[src/core/fpt_defines.vh]
`ifndef FPT_DEFINES_VH
`define FPT_DEFINES_VH
// ************************************************************
// Register offsets
// ************************************************************
`define FPT_ADDR_PRESENCE 8'h03
`define FPT_ADDR_ALARM 8'h07
`define FPT_ADDR_FULL 8'h09
`define FPT_ADDR_SPINUP 8'h0c
`define FPT_ADDR_CFG1 8'h68
`define FPT_ADDR_CFG2 8'h69
`define FPT_ADDR_TACH1 8'h70
`define FPT_ADDR_TACH2 8'h71
`define FPT_ADDR_LIM1 8'h78
`define FPT_ADDR_LIM2 8'h79
`define FPT_ADDR_IRQ_STAT 8'hf0
`define FPT_ADDR_IRQ_MASK 8'hf1
`define FPT_ADDR_DUTY 8'hf2
// ************************************************************
// Reset values
// ************************************************************
`define FPT_RST_ALARM 8'h00
`define FPT_RST_FULL 8'h00
`define FPT_RST_SPINUP 4'h3
`define FPT_RST_CFG 8'h2f
`define FPT_RST_TACH 8'h00
`define FPT_RST_LIM 8'hff
`define FPT_RST_DUTY 4'h8
// ************************************************************
// Field positions
// ************************************************************
`define FPT_SPIN_DIS_BIT 3
`define FPT_CFG_HP_MSB 3
`define FPT_CFG_HP_LSB 0
`define FPT_CFG_PWM_MSB 5
`define FPT_CFG_PWM_LSB 4
`define FPT_CFG_OSC_MSB 7
`define FPT_CFG_OSC_LSB 6
// ************************************************************
// Timing (clock 250 MHz)
// ************************************************************
`define FPT_CLK_HZ 250000000
// PWM has 16 slots per period: slot rate = freq * 16
`define FPT_PWM_SLOT_HZ0 250
`define FPT_PWM_SLOT_HZ1 1000
`define FPT_PWM_SLOT_HZ2 4000
`define FPT_PWM_SLOT_HZ3 16000
`define FPT_OSC_HZ1 470
`define FPT_OSC_HZ2 940
`define FPT_OSC_HZ3 1880
`define FPT_SPIN_S0 5'd16
`define FPT_SPIN_S1 5'd8
`define FPT_SPIN_S2 5'd4
`endif

[src/core/fpt_divider.v]
`timescale 1ns/1ps
`default_nettype none
// ************************************************************
// Programmable tick divider: one-cycle pulse every i_period
// ************************************************************
module fpt_divider #(
   parameter WIDTH = 24
) (
   // Clock and reset
   input wire i_clk,
   input wire i_reset,
   // Control
   input wire i_en,
   input wire [WIDTH-1:0] i_period,
   // Tick
   output wire o_tick
);
   reg [WIDTH-1:0] cnt_ff;
   wire wrap = (cnt_ff >= i_period - {{(WIDTH-1){1'b0}}, 1'b1});
   assign o_tick = i_en & wrap;
   always @(posedge i_clk) begin
      if (i_reset || !i_en || wrap) begin
         cnt_ff <= {WIDTH{1'b0}};
      end else begin
         cnt_ff <= cnt_ff + {{(WIDTH-1){1'b0}}, 1'b1};
      end
   end
endmodule // fpt_divider
`default_nettype wire

[src/core/fpt_fan_channel.v]
`timescale 1ns/1ps
`include "fpt_defines.vh"
`default_nettype none
// ************************************************************
// One fan: PWM output and tach period measurement
// ************************************************************
module fpt_fan_channel (
   // Clock and reset
   input wire i_clk,
   input wire i_reset,
   // Control
   input wire [7:0] i_cfg,
   input wire [3:0] i_duty,
   input wire [7:0] i_limit,
   input wire i_tach_sync,
   // Results
   output wire o_pwm,
   output reg [7:0] o_tach,
   output wire o_slow_pulse
);
   // Full integer width here, cut to the divider width where used
   localparam [31:0] PWM_P0 = `FPT_CLK_HZ / `FPT_PWM_SLOT_HZ0;
   localparam [31:0] PWM_P1 = `FPT_CLK_HZ / `FPT_PWM_SLOT_HZ1;
   localparam [31:0] PWM_P2 = `FPT_CLK_HZ / `FPT_PWM_SLOT_HZ2;
   localparam [31:0] PWM_P3 = `FPT_CLK_HZ / `FPT_PWM_SLOT_HZ3;
   localparam [31:0] OSC_P1 = `FPT_CLK_HZ / `FPT_OSC_HZ1;
   localparam [31:0] OSC_P2 = `FPT_CLK_HZ / `FPT_OSC_HZ2;
   localparam [31:0] OSC_P3 = `FPT_CLK_HZ / `FPT_OSC_HZ3;
   wire [1:0] pwm_sel = i_cfg[`FPT_CFG_PWM_MSB:`FPT_CFG_PWM_LSB];
   wire [1:0] osc_sel = i_cfg[`FPT_CFG_OSC_MSB:`FPT_CFG_OSC_LSB];
   reg [23:0] pwm_period;
   reg [23:0] osc_period;
   wire slot_tick;
   wire osc_tick;
   reg [3:0] slot_ff;
   reg pwm_ff;
   reg tach_d_ff;
   reg [7:0] cnt_ff;
   reg slow_ff;
   wire osc_on = (osc_sel != 2'b00);
   wire tach_edge = i_tach_sync & ~tach_d_ff;

   always @* begin
      case (pwm_sel)
         2'b00: pwm_period = PWM_P0[23:0];
         2'b01: pwm_period = PWM_P1[23:0];
         2'b10: pwm_period = PWM_P2[23:0];
         default: pwm_period = PWM_P3[23:0];
      endcase
      case (osc_sel)
         2'b01: osc_period = OSC_P1[23:0];
         2'b10: osc_period = OSC_P2[23:0];
         default: osc_period = OSC_P3[23:0];
      endcase
   end

   fpt_divider #(.WIDTH(24)) u_pwm_div (
      .i_clk(i_clk),
      .i_reset(i_reset),
      .i_en(1'b1),
      .i_period(pwm_period),
      .o_tick(slot_tick)
   );
   fpt_divider #(.WIDTH(24)) u_osc_div (
      .i_clk(i_clk),
      .i_reset(i_reset),
      .i_en(osc_on),
      .i_period(osc_period),
      .o_tick(osc_tick)
   );

   // ************************************************************
   // PWM: duty 15 means always on
   // ************************************************************
   always @(posedge i_clk) begin
      if (i_reset) begin
         slot_ff <= 4'h0;
         pwm_ff <= 1'b0;
      end else begin
         if (slot_tick) begin
            slot_ff <= slot_ff + 4'h1;
         end
         pwm_ff <= (i_duty == 4'hf) || (slot_ff < i_duty);
      end
   end
   assign o_pwm = pwm_ff;

   // ************************************************************
   // Tach: count oscillator ticks between rising tach edges
   // ************************************************************
   always @(posedge i_clk) begin
      if (i_reset) begin
         tach_d_ff <= 1'b0;
         cnt_ff <= 8'h00;
         o_tach <= `FPT_RST_TACH;
         slow_ff <= 1'b0;
      end else begin
         tach_d_ff <= i_tach_sync;
         slow_ff <= 1'b0;
         if (!osc_on) begin
            cnt_ff <= 8'h00;
         end else if (tach_edge) begin
            o_tach <= cnt_ff;
            slow_ff <= (cnt_ff > i_limit);
            cnt_ff <= 8'h00;
         end else if (osc_tick && cnt_ff != 8'hff) begin
            // Saturate so a stopped fan reads full scale unless the limit is ff
            cnt_ff <= cnt_ff + 8'h01;
         end else if (osc_tick && i_limit != 8'hff) begin
            // No edges at all: stopped fan still flagged unless the limit is ff
            o_tach <= 8'hff;
            slow_ff <= 1'b1;
         end
      end
   end
   assign o_slow_pulse = slow_ff;
endmodule // fpt_fan_channel
`default_nettype wire

[src/core/fpt_top.v]
// Operation
// - Fan-one presence bit resets to one
// - Fan-two presence loaded from install pin
// - Reserved bits read as zero
// - Alarm override bit forces alarm speed
// - Full override bit forces full speed
// - Spin-up disable skips full-speed start phase
// - Spin-up time codes: 16, 8, 4 s
// - Removed fan sets others to hot-plug speed
// - Installed fan runs at normal speed
// - PWM frequency select 15.625 to 1000 Hz
// - Tach oscillator select, 00 disables measurement
// - Tach count register read-only, resets zero
// - Count oscillator cycles between tach pulses
// - Count above limit flags slow fan
`timescale 1ns/1ps
`include "fpt_defines.vh"
`default_nettype none
module fpt_top #(
   parameter [3:0] ALARM_DUTY = 4'hc,
   parameter [3:0] FULL_DUTY = 4'hf,
   // Seconds are long: a simulation may shorten this
   parameter [27:0] SEC_CYCLES = `FPT_CLK_HZ
) (
   // Clock and reset
   input wire I_CLK,
   input wire I_RESET,
   // Register port
   input wire [7:0] I_ADDR,
   input wire [7:0] I_WDATA,
   input wire I_WR,
   input wire I_RD,
   output reg [7:0] O_RDATA,
   // Fan pins
   input wire I_INSTALL_SENSE_PIN,
   input wire [1:0] I_TACH,
   output wire [1:0] O_PWM,
   // Interrupt
   output wire O_IRQ
);
   // ************************************************************
   // Declarations
   // ************************************************************
   localparam [2:0] ST_IDLE = 3'b001;
   localparam [2:0] ST_SPIN = 3'b010;
   localparam [2:0] ST_RUN = 3'b100;

   reg [1:0] present_ff;
   reg [1:0] alarm_ff;
   reg [1:0] full_ff;
   reg [3:0] spinup_ff;
   reg [7:0] cfg_ff [0:1];
   reg [7:0] lim_ff [0:1];
   reg [3:0] duty_ff;
   reg [3:0] irq_stat_ff;
   reg [3:0] irq_mask_ff;
   reg [1:0] inst_s1_ff;
   reg [1:0] inst_s2_ff;
   reg [1:0] tach_s1_ff;
   reg [1:0] tach_s2_ff;
   reg [1:0] inst_d_ff;
   reg strap_done_ff;
   reg [2:0] state_ff;
   reg [2:0] nxt_state;
   reg [27:0] sec_cnt_ff;
   reg [4:0] spin_elapsed_ff;
   reg [4:0] nxt_spin_elapsed;
   reg [4:0] spin_secs;
   reg [1:0] removed_ff;
   wire [7:0] tach_val [0:1];
   wire [1:0] slow_pulse;
   wire [1:0] hp_pulse;
   wire [3:0] irq_events;
   wire sec_tick = (sec_cnt_ff == SEC_CYCLES - 28'h1);
   wire spinning = (state_ff == ST_SPIN);
   reg [3:0] hp_duty;
   genvar g;

   // ************************************************************
   // Pin synchronisers
   // ************************************************************
   always @(posedge I_CLK) begin
      if (I_RESET) begin
         inst_s1_ff <= 2'b00;
         inst_s2_ff <= 2'b00;
         tach_s1_ff <= 2'b00;
         tach_s2_ff <= 2'b00;
      end else begin
         // Bit 0 carries a one through both stages to mark them filled
         inst_s1_ff <= {I_INSTALL_SENSE_PIN, 1'b1};
         inst_s2_ff <= inst_s1_ff;
         tach_s1_ff <= I_TACH;
         tach_s2_ff <= tach_s1_ff;
      end
   end
   // Synchronised install sense is inst_s2_ff[1]
   wire install_lvl = inst_s2_ff[1];

   // ************************************************************
   // Registers
   // ************************************************************
   always @(posedge I_CLK) begin
      if (I_RESET) begin
         present_ff <= 2'b01;
         strap_done_ff <= 1'b0;
         alarm_ff <= 2'b00;
         full_ff <= 2'b00;
         spinup_ff <= `FPT_RST_SPINUP;
         cfg_ff[0] <= `FPT_RST_CFG;
         cfg_ff[1] <= `FPT_RST_CFG;
         lim_ff[0] <= `FPT_RST_LIM;
         lim_ff[1] <= `FPT_RST_LIM;
         duty_ff <= `FPT_RST_DUTY;
         irq_mask_ff <= 4'h0;
      end else begin
         // Strap is caught once the synchroniser has filled
         if (!strap_done_ff && inst_s2_ff[0]) begin
            strap_done_ff <= 1'b1;
            present_ff[1] <= install_lvl;
         end else if (!strap_done_ff) begin
            strap_done_ff <= 1'b0;
         end
         if (I_WR) begin
            if (I_ADDR == `FPT_ADDR_PRESENCE) begin
               present_ff <= I_WDATA[1:0];
            end else if (I_ADDR == `FPT_ADDR_ALARM) begin
               alarm_ff <= I_WDATA[1:0];
            end else if (I_ADDR == `FPT_ADDR_FULL) begin
               full_ff <= I_WDATA[1:0];
            end else if (I_ADDR == `FPT_ADDR_SPINUP) begin
               spinup_ff <= I_WDATA[3:0];
            end else if (I_ADDR == `FPT_ADDR_CFG1) begin
               cfg_ff[0] <= I_WDATA;
            end else if (I_ADDR == `FPT_ADDR_CFG2) begin
               cfg_ff[1] <= I_WDATA;
            end else if (I_ADDR == `FPT_ADDR_LIM1) begin
               lim_ff[0] <= I_WDATA;
            end else if (I_ADDR == `FPT_ADDR_LIM2) begin
               lim_ff[1] <= I_WDATA;
            end else if (I_ADDR == `FPT_ADDR_IRQ_MASK) begin
               irq_mask_ff <= I_WDATA[3:0];
            end else if (I_ADDR == `FPT_ADDR_DUTY) begin
               duty_ff <= I_WDATA[3:0];
            end
         end
      end
   end

   // Presence one cycle back, to see a fan being removed
   always @(posedge I_CLK) begin
      if (I_RESET) begin
         inst_d_ff <= 2'b00;
      end else begin
         inst_d_ff <= present_ff;
      end
   end

   // ************************************************************
   // Interrupt status: set wins over write-one-to-clear
   // ************************************************************
   assign irq_events = {hp_pulse, slow_pulse};
   always @(posedge I_CLK) begin
      if (I_RESET) begin
         irq_stat_ff <= 4'h0;
      end else if (I_WR && I_ADDR == `FPT_ADDR_IRQ_STAT) begin
         irq_stat_ff <= (irq_stat_ff & ~I_WDATA[3:0]) | irq_events;
      end else begin
         irq_stat_ff <= irq_stat_ff | irq_events;
      end
   end
   assign O_IRQ = |(irq_stat_ff & irq_mask_ff);

   // ************************************************************
   // Read port
   // ************************************************************
   always @(posedge I_CLK) begin
      if (I_RESET) begin
         O_RDATA <= 8'h00;
      end else if (!I_RD) begin
         O_RDATA <= 8'h00;
      end else if (I_ADDR == `FPT_ADDR_PRESENCE) begin
         O_RDATA <= {6'h00, present_ff};
      end else if (I_ADDR == `FPT_ADDR_ALARM) begin
         O_RDATA <= {6'h00, alarm_ff};
      end else if (I_ADDR == `FPT_ADDR_FULL) begin
         O_RDATA <= {6'h00, full_ff};
      end else if (I_ADDR == `FPT_ADDR_SPINUP) begin
         O_RDATA <= {4'h0, spinup_ff};
      end else if (I_ADDR == `FPT_ADDR_CFG1) begin
         O_RDATA <= cfg_ff[0];
      end else if (I_ADDR == `FPT_ADDR_CFG2) begin
         O_RDATA <= cfg_ff[1];
      end else if (I_ADDR == `FPT_ADDR_TACH1) begin
         O_RDATA <= tach_val[0];
      end else if (I_ADDR == `FPT_ADDR_TACH2) begin
         O_RDATA <= tach_val[1];
      end else if (I_ADDR == `FPT_ADDR_LIM1) begin
         O_RDATA <= lim_ff[0];
      end else if (I_ADDR == `FPT_ADDR_LIM2) begin
         O_RDATA <= lim_ff[1];
      end else if (I_ADDR == `FPT_ADDR_IRQ_STAT) begin
         O_RDATA <= {4'h0, irq_stat_ff};
      end else if (I_ADDR == `FPT_ADDR_IRQ_MASK) begin
         O_RDATA <= {4'h0, irq_mask_ff};
      end else if (I_ADDR == `FPT_ADDR_DUTY) begin
         O_RDATA <= {4'h0, duty_ff};
      end else begin
         O_RDATA <= 8'h00;
      end
   end

   // ************************************************************
   // Spin-up sequencer
   // ************************************************************
   always @* begin
      case (spinup_ff[2:0])
         3'b000: spin_secs = `FPT_SPIN_S0;
         3'b001: spin_secs = `FPT_SPIN_S1;
         default: spin_secs = `FPT_SPIN_S2;
      endcase
   end

   always @* begin
      nxt_state = state_ff;
      nxt_spin_elapsed = spin_elapsed_ff;
      case (state_ff)
         ST_IDLE: begin
            nxt_spin_elapsed = 5'd0;
            if (spinup_ff[`FPT_SPIN_DIS_BIT]) begin
               nxt_state = ST_RUN;
            end else begin
               nxt_state = ST_SPIN;
            end
         end
         ST_SPIN: begin
            // Compared live, so a time code written during spin-up counts
            if (spinup_ff[`FPT_SPIN_DIS_BIT]) begin
               nxt_state = ST_RUN;
            end else if (sec_tick) begin
               if (spin_elapsed_ff + 5'd1 >= spin_secs) begin
                  nxt_state = ST_RUN;
               end
               nxt_spin_elapsed = spin_elapsed_ff + 5'd1;
            end
         end
         default: begin
            nxt_state = ST_RUN;
         end
      endcase
   end

   always @(posedge I_CLK) begin
      if (I_RESET) begin
         state_ff <= ST_IDLE;
         spin_elapsed_ff <= 5'd0;
         sec_cnt_ff <= 28'h0;
      end else begin
         state_ff <= nxt_state;
         spin_elapsed_ff <= nxt_spin_elapsed;
         if (!spinning || sec_tick) begin
            sec_cnt_ff <= 28'h0;
         end else begin
            sec_cnt_ff <= sec_cnt_ff + 28'h1;
         end
      end
   end

   // ************************************************************
   // Hot-plug tracking: removal is a presence bit falling
   // ************************************************************
   always @(posedge I_CLK) begin
      if (I_RESET) begin
         removed_ff <= 2'b00;
      end else begin
         // Reinstall clears removal so the other fan goes back to normal
         removed_ff <= (removed_ff | hp_pulse) & ~present_ff;
      end
   end
   assign hp_pulse = inst_d_ff & ~present_ff;

   always @* begin
      // Use the removed fan's hot-plug nibble, fan one first
      if (removed_ff[0]) begin
         hp_duty = cfg_ff[0][`FPT_CFG_HP_MSB:`FPT_CFG_HP_LSB];
      end else begin
         hp_duty = cfg_ff[1][`FPT_CFG_HP_MSB:`FPT_CFG_HP_LSB];
      end
   end

   // ************************************************************
   // Fan channels
   // ************************************************************
   generate
      for (g = 0; g < 2; g = g + 1) begin : g_fan
         reg [3:0] duty;
         always @* begin
            if (full_ff[g] || spinning) begin
               duty = FULL_DUTY;
            end else if (alarm_ff[g]) begin
               duty = ALARM_DUTY;
            end else if (|(removed_ff & ~(2'b01 << g))) begin
               duty = hp_duty;
            end else begin
               duty = duty_ff;
            end
         end
         fpt_fan_channel u_chan (
            .i_clk(I_CLK),
            .i_reset(I_RESET),
            .i_cfg(cfg_ff[g]),
            .i_duty(present_ff[g] ? duty : 4'h0),
            .i_limit(lim_ff[g]),
            .i_tach_sync(tach_s2_ff[g]),
            .o_pwm(O_PWM[g]),
            .o_tach(tach_val[g]),
            .o_slow_pulse(slow_pulse[g])
         );
      end
   endgenerate
endmodule // fpt_top
`default_nettype wire

[config.mk]
export PLATFORM = sky130hd
export DESIGN_NAME = fpt_top
export DESIGN_NICKNAME = d
export VERILOG_FILES = /design/src/core/fpt_divider.v /design/src/core/fpt_fan_channel.v /design/src/core/fpt_top.v
export VERILOG_INCLUDE_DIRS = /design/src /design/src/core
export SDC_FILE = /design/constraint.sdc
export NUM_CORES = 1
export LEC_CHECK = 0
export BUFFER_PORTS_ARGS = -buffer_cell sky130_fd_sc_hd__buf_2
export CAP_MARGIN = 20
export CORE_MARGIN = 2
export CORE_UTILIZATION = 45
export DETAILED_ROUTE_END_ITERATION = 12
export SETUP_SLACK_MARGIN = 0.4
export SYNTH_ARGS = -nofsm -noshare
export SYNTH_HDL_FRONTEND = slang
export SYNTH_SLANG_ARGS = --single-unit
[constraint.sdc]
create_clock -name I_CLK -period 6.8 [get_ports I_CLK]
set_clock_uncertainty 0.2 [all_clocks]
set_input_delay 1.02 -clock I_CLK [delete_from_list [all_inputs] [get_ports I_CLK]]
set_output_delay 1.02 -clock I_CLK [all_outputs]
set_load 0.02 [all_outputs]
==> results of run 1 <==
registers in the layout, summed over array words and instances, names as in the netlist, 5 cells and up:
signal	cells
sec_cnt_ff	28
g_fan.u_chan.u_osc_div.cnt_ff	48
g_fan.u_chan.slot_ff	8
spin_elapsed_ff	5
O_RDATA	8
g_fan.u_chan.u_pwm_div.cnt_ff	48
cfg_ff	16
lim_ff	16
g_fan.u_chan.o_tach	16
g_fan.u_chan.cnt_ff	16
logic make-up after synthesis:
family                     share of synthesized area (%)
other                                             0.0284
buffers and inverters                               3.53
AOI/OAI and AO/OA                                   10.3
adders and majority gates                           12.1
xor gates and xnor gates                            7.82
muxes                                               2.93
and+or+nand+nor                                     22.4
DFF                                                 40.8
cell usage in the layout (no fill, tap or decap), types with 31 or more instances in the layout:
| cell | count |
|---|---|
| nor2_1 | 222 |
| dfxtp_1 | 221 |
| ha_1 | 128 |
| nand2_1 | 98 |
| nand3_1 | 75 |
| xor2_1 | 73 |
| inv_1 | 68 |
| a21oi_1 | 52 |
| xnor2_1 | 45 |
| o21ai_0 | 36 |
| nand4_1 | 35 |
| mux2i_1 | 33 |
| buf_2 | 33 |
| nor3_1 | 32 |
| edfxtp_1 | 32 |
| clkbuf_16 | 31 |
per-layer routing:
layer | wire length, µm | track usage [%]
met1 | 15300 | 29.3
met2 | 12700 | 30.3
met3 | 1370 | 2.81
met4 | 582 | 4.93
met5 | 0 | 0
layout make-up:
class                           count  area (µm²)  share of cell area, %
Antenna cell                        1        2.50                 0.0169
Clock buffer                       37         838                   5.66
Clock inverter                     19         236                   1.60
Inverter                           69         259                   1.75
Multi-Input combinational cell   1113        7410                   50.1
Sequential cell                   253        5390                   36.4
Tap cell                          384         480                   3.24
Timing Repair Buffer               37         195                   1.32
cells in the mapped netlist, types with 9 or more instances:
library cell,n
a21o_1,13
a211oi_1,15
edfxtp_1,32
and3_1,29
nor2b_1,28
nand3_1,75
dfxtp_1,221
o21ai_1,16
nand2_1,98
xor2_1,73
and4_1,11
or3_1,9
mux2i_1,33
nand4_1,35
inv_1,68
a21oi_1,52
buf_2,13
nor3_1,32
xnor2_1,45
clkbuf_1,31
ha_1,128
nand2b_1,17
o21ai_0,36
nor2_1,222
power groups by stage:
stage	Sequential (W)	Combinational, W	Clock, W
2_1_floorplan	0.00159	0.000141	0
3_3_place_gp	0.00161	0.000187	0
3_5_place_dp	0.00161	0.000192	0
4_1_cts	0.00157	0.000193	0.00174
5_1_grt	0.00158	0.000220	0.00181
6_report	0.00157	0.000193	0.00170
through the flow:
stage,instance area (µm²),hold WS (ns),setup WS [ns],total power (W),util (%)
after CTS,14800,0.240,3.21,0.00351,51.4
after global routing,14800,0.257,2.92,0.00360,51.5
after global placement,13700,0.217,3.33,0.00179,47.7
final,14800,0.236,3.27,0.00346,51.5
after floorplan,13300,0.213,3.56,0.00173,-
after detailed placement,13700,0.226,3.23,0.00180,47.7
worst register-to-register path: cells and delay by family, from the launching register on:
| family | cells | cell delay (ns) |
|---|---|---|
| AO/OA/AOI/OAI | 4 | 0.92 |
| AND/OR/NAND/NOR | 2 | 0.87 |
| adder cells (fa/ha/maj) | 3 | 0.73 |
| flip-flops | 1 | 0.52 |
| buffers and inverters | 2 | 0.21 |
final timing paths:
kind | start | endpoint | slack (ns)
max | cfg_ff[0][12]$_DFFE_PP_ | g_fan[1].u_chan.u_pwm_div.cnt_ff[6]$_SDFF_PP0_ | 3.27
min | tach_s1_ff[0]$_SDFF_PP0_ | tach_s2_ff[0]$_SDFF_PP0_ | 0.24
max reg2reg | cfg_ff[0][12]$_DFFE_PP_ | g_fan[1].u_chan.u_pwm_div.cnt_ff[6]$_SDFF_PP0_ | 3.27
min reg2reg | tach_s1_ff[0]$_SDFF_PP0_ | tach_s2_ff[0]$_SDFF_PP0_ | 0.24
==> reports/results.tsv, run 1 <==
metric	value	unit
status	complete, no violations	
CTS tree	done	
fin cells	1913	
Synth Flop Type	dfxtp_1	
MaxCap Viol Count	0	
initial antenna violation count	2	
syn_area_per_cell	8.98	µm²
Setup violations, final	0	
synth-to-layout area growth	12.1	%
CTS sink cnt	253	
num rows	62	
Setup Crit Path Kind	register to register	
number of synthesized flops with an enable pin	32	
Slew @ Worst Pin	1.03	ns
routed vias/inst	5.38	
Peak VDD IR	0.175	mV
Setup Fix Bufs, Post-CTS	0	
filler instances	2700	
proportion of layout cells with a drive suffix above 1	7.26	%
post-synth cell types	68	
GPL Wtd Cong	0.900	
cts hold-fix bufs	0	
Psw	0.000787	W
DRT antenna net count	0	
Syn Inst Count	1470	
Final TNS setup	0	ns
port buffer count	33	
Total Routing Usage GR	19.8	%
net total in the final layout	1655	
via count of the routed design	10300	
RSZ-0062 raised after global routing	no	
post-synth top area share	33.5	%
Die X-Extent	175	µm
Slew HR	30.5	%
Max H-tree Level	1	
cts repair resizes	0	
vias in the first global route	9812	
Clock power frac	49.0	%
Levels on crit path	11	
DRT Pass-1 Iters	5	
Core Box Area	28800	µm²
top cells by area, synth	dfxtp_1 (33%), ha_1 (12%), edfxtp_1 (7.3%)	
Internal Pwr Total	0.00268	W
ordered list of cells on the worst path	inv_1 > ha_1 > inv_1 > ha_1 > ha_1 > a21o_1 > a211o_1 > o211ai_1 > o211ai_1 > nand2b_1 > nor2_1	
# IOs	34	
worst path bufs/invs	2	
Setup crit start kind	register	
cell taking the most area after synthesis	dfxtp_1	
Hold WC Path Type	register to register	
Placed Instances	1856	
remaining global-route overflow	0	
Critical Path RT	7.06	ns
Yosys reg bits	253	
Root Buffer	clkbuf_16	
Sequential Power Share	45.4	%
sequential-to-total area share from yosys stat	40.8	%
largest net degree at the start of global routing	36	
Iter 0 DRT Violations	705	
worst hold stages	1	
minimum clock period after layout	3.53	ns
Final Hold Vio Count	0	
most frequent CP cell	ha_1	
initial cell density of the core	45.9	%
switch share	22.7	%
Leak Pwr	5.96	nW
Power per Cell Area	234	nW/µm²
Crit-path slowest cell	nand2b_1	
CP max stage delay	0.61	ns
Max Slew Vio Count	0	
delay-heaviest family, CP	compound AO/OA/AOI/OAI gates	
Combinational Power Share	5.6	%
Routed WL	30000	µm
DRC Markers	0	
Max Clock Freq	283	MHz
total CTS buffers	30	
Worst-path clk slew	0.06	ns
WP data arrival	3.80	ns
crit path max fanout	21	
WL/cell	15.7	µm
CTS Buffer Depth	3	
element type at the critical path end	register	
Total Die Area	30700	µm²
HPWL after detailed placement	22100	µm
post-synthesis async set-or-reset flop share	0	%
Final period util	52.0	%
Die Ht	175	µm
Clk Latency, worst-skew pair	0.54	ns
Reg2Reg Depth	11	
first-pass GRT wire length	50400	µm
yosys warns	0	
cell area after synthesis	13200	µm²
Power figures use the tool's default switching activity.
==> run 2: changes to the inputs <==
- clock period: 6.8 -> 3.6 ns (I/O delays scaled with it)
==> reports/results.tsv, run 2 (synthesis gave the netlist of run 1 again) <==
metric	value	unit
initial cell density of the core	45.9	%
synth-to-layout area growth	12.9	%
initial antenna violation count	0	
delay-heaviest family, CP	compound AO/OA/AOI/OAI gates	
CTS Buffer Depth	3	
Die Ht	175	µm
net total in the final layout	1673	
CTS sink cnt	253	
via count of the routed design	10400	
Slew @ Worst Pin	0.862	ns
cts hold-fix bufs	0	
Die X-Extent	175	µm
DRC Markers	0	
DRT Pass-1 Iters	5	
ANT cells	0	
Power per Cell Area	422	nW/µm²
most frequent cells in the layout	nor2_1 (222), dfxtp_1 (221), ha_1 (124), nand2_1 (98), nand3_1 (74)	
status	complete, no violations	
Leak Pwr	6.04	nW
Clk Latency, worst-skew pair	0.56	ns
Setup crit start kind	register	
Max Slew Vio Count	0	
Hold WC Path Type	primary input to register	
GPL Wtd Cong	0.881	
largest net degree at the start of global routing	30	
MaxCap Viol Count	0	
Crit-path slowest cell	a211oi_2	
final hold slack	0.0276	ns
first-pass GRT wire length	49400	µm
routed vias/inst	5.37	
Total Die Area	30700	µm²
Worst-path clk slew	0.06	ns
vias in the first global route	9568	
Final Hold Vio Count	0	
Critical Path RT	3.83	ns
port buffer count	33	
ordered list of cells on the worst path	inv_1 > ha_1 > inv_1 > ha_1 > nand4_1 > o21ai_1 > o21a_1 > o21ai_2 > a211oi_2 > a21oi_1 > a31o_1	
placed cell area	13800	µm²
Setup violations, final	0	
proportion of layout cells with a drive suffix above 1	8.61	%
Setup Crit Path Kind	register to register	
num rows	62	
Core Box Area	28800	µm²
element type at the critical path end	register	
Root Buffer	clkbuf_16	
HPWL after detailed placement	22500	µm
Max H-tree Level	1	
minimum clock period after layout	3.04	ns
total CTS buffers	29	
Total Routing Usage GR	19.6	%
Max Clock Freq	329	MHz
cell area after layout	14900	µm²
# IOs	34	
remaining global-route overflow	0	
Peak VDD IR	0.320	mV
Routed WL	30400	µm
CP max stage delay	0.49	ns
crit path max fanout	6	
RSZ-0062 raised after global routing	yes	
Slew HR	42.4	%
Top Registers	g_fan.u_chan.u_osc_div.cnt_ff: 48 flops, g_fan.u_chan.u_pwm_div.cnt_ff: 48 flops, sec_cnt_ff: 28 flops	
WL/cell	15.8	µm
Iter 0 DRT Violations	718	
commonest non-fill, non-tap cell in the layout	nor2_1	
Final TNS setup	0	ns
DRT antenna net count	0	
CTS tree	done	
worst path bufs/invs	2	
WP data arrival	3.27	ns
Final period util	84.3	%
[run 2: path summary, 6_finish.rpt]
path	end	slack [ns]	from	depth (start not counted)
worst max register to register	g_fan[0].u_chan.cnt_ff[5]$_SDFFE_PP0N_	0.56	cfg_ff[0][6]$_DFFE_PP_	11
worst min register to register	inst_s2_ff[1]$_SDFF_PP0_	0.23	inst_s1_ff[1]$_SDFF_PP0_	1
worst min-delay path	inst_s1_ff[1]$_SDFF_PP0_	0.03	I_INSTALL_SENSE_PIN	2
worst max-delay path	g_fan[0].u_chan.cnt_ff[5]$_SDFFE_PP0N_	0.56	cfg_ff[0][6]$_DFFE_PP_	11
[run 2: per-layer routing]
layer	wire [µm]	part of all wire, %	track usage [%]	vias up
li1	-	-	-	5262
met1	15300	50	29.0	4845
met2	13100	43	30.5	220
met3	1630	5.4	2.73	34
met4	446	1.5	3.82	0
met5	0	0	0	-
[run 2: final cells by class]
type                            instances  area, µm²
Sequential cell                       253       5390
Inverter                               69        259
Timing Repair Buffer                   56        342
Multi-Input combinational cell       1113       7480
Clock buffer                           41        852
Clock inverter                         13        119
Tap cell                              384        480
Fill cell                            2675      13900
[run 2: power by group]
part	leakage, nW	internal [W]	total (W)	switching, W
combinational	3.44	0.000147	0.000381	0.000234
clock	0.491	0.00178	0.00295	0.00117
sequential	2.11	0.00292	0.00297	0.0000528
[run 2: worst reg2reg max path: stages (launching register included)]
cell and delay (ns):
edfxtp_1 0.47, inv_1 0.12, ha_1 0.36, inv_1 0.08, ha_1 0.29, nand4_1 0.12
o21ai_1 0.16, o21a_1 0.18, o21ai_2 0.13, a211oi_2 0.49, a21oi_1 0.14, a31o_1 0.19
[run 2: stage by stage]
| stage | power [W] | setup WS, ns | util (%) | cells |
|---|---|---|---|---|
| after floorplan | 0.00327 | 0.743 | - | 1483 |
| final | 0.00630 | 0.564 | 51.8 | 1929 |
| after detailed placement | 0.00339 | 0.444 | 47.9 | 1863 |
| after CTS | 0.00635 | 0.416 | 51.3 | 1917 |
| after global routing | 0.00655 | 0.381 | 51.8 | 1929 |
| after global placement | 0.00339 | 0.545 | 47.9 | 1863 |
[run 2: what timing repair did]
item | 4_1_cts | 5_1_grt
setup endpoints to repair | 0 | 89
gates resized for setup | 0 | 12
setup buffers | 0 | 12
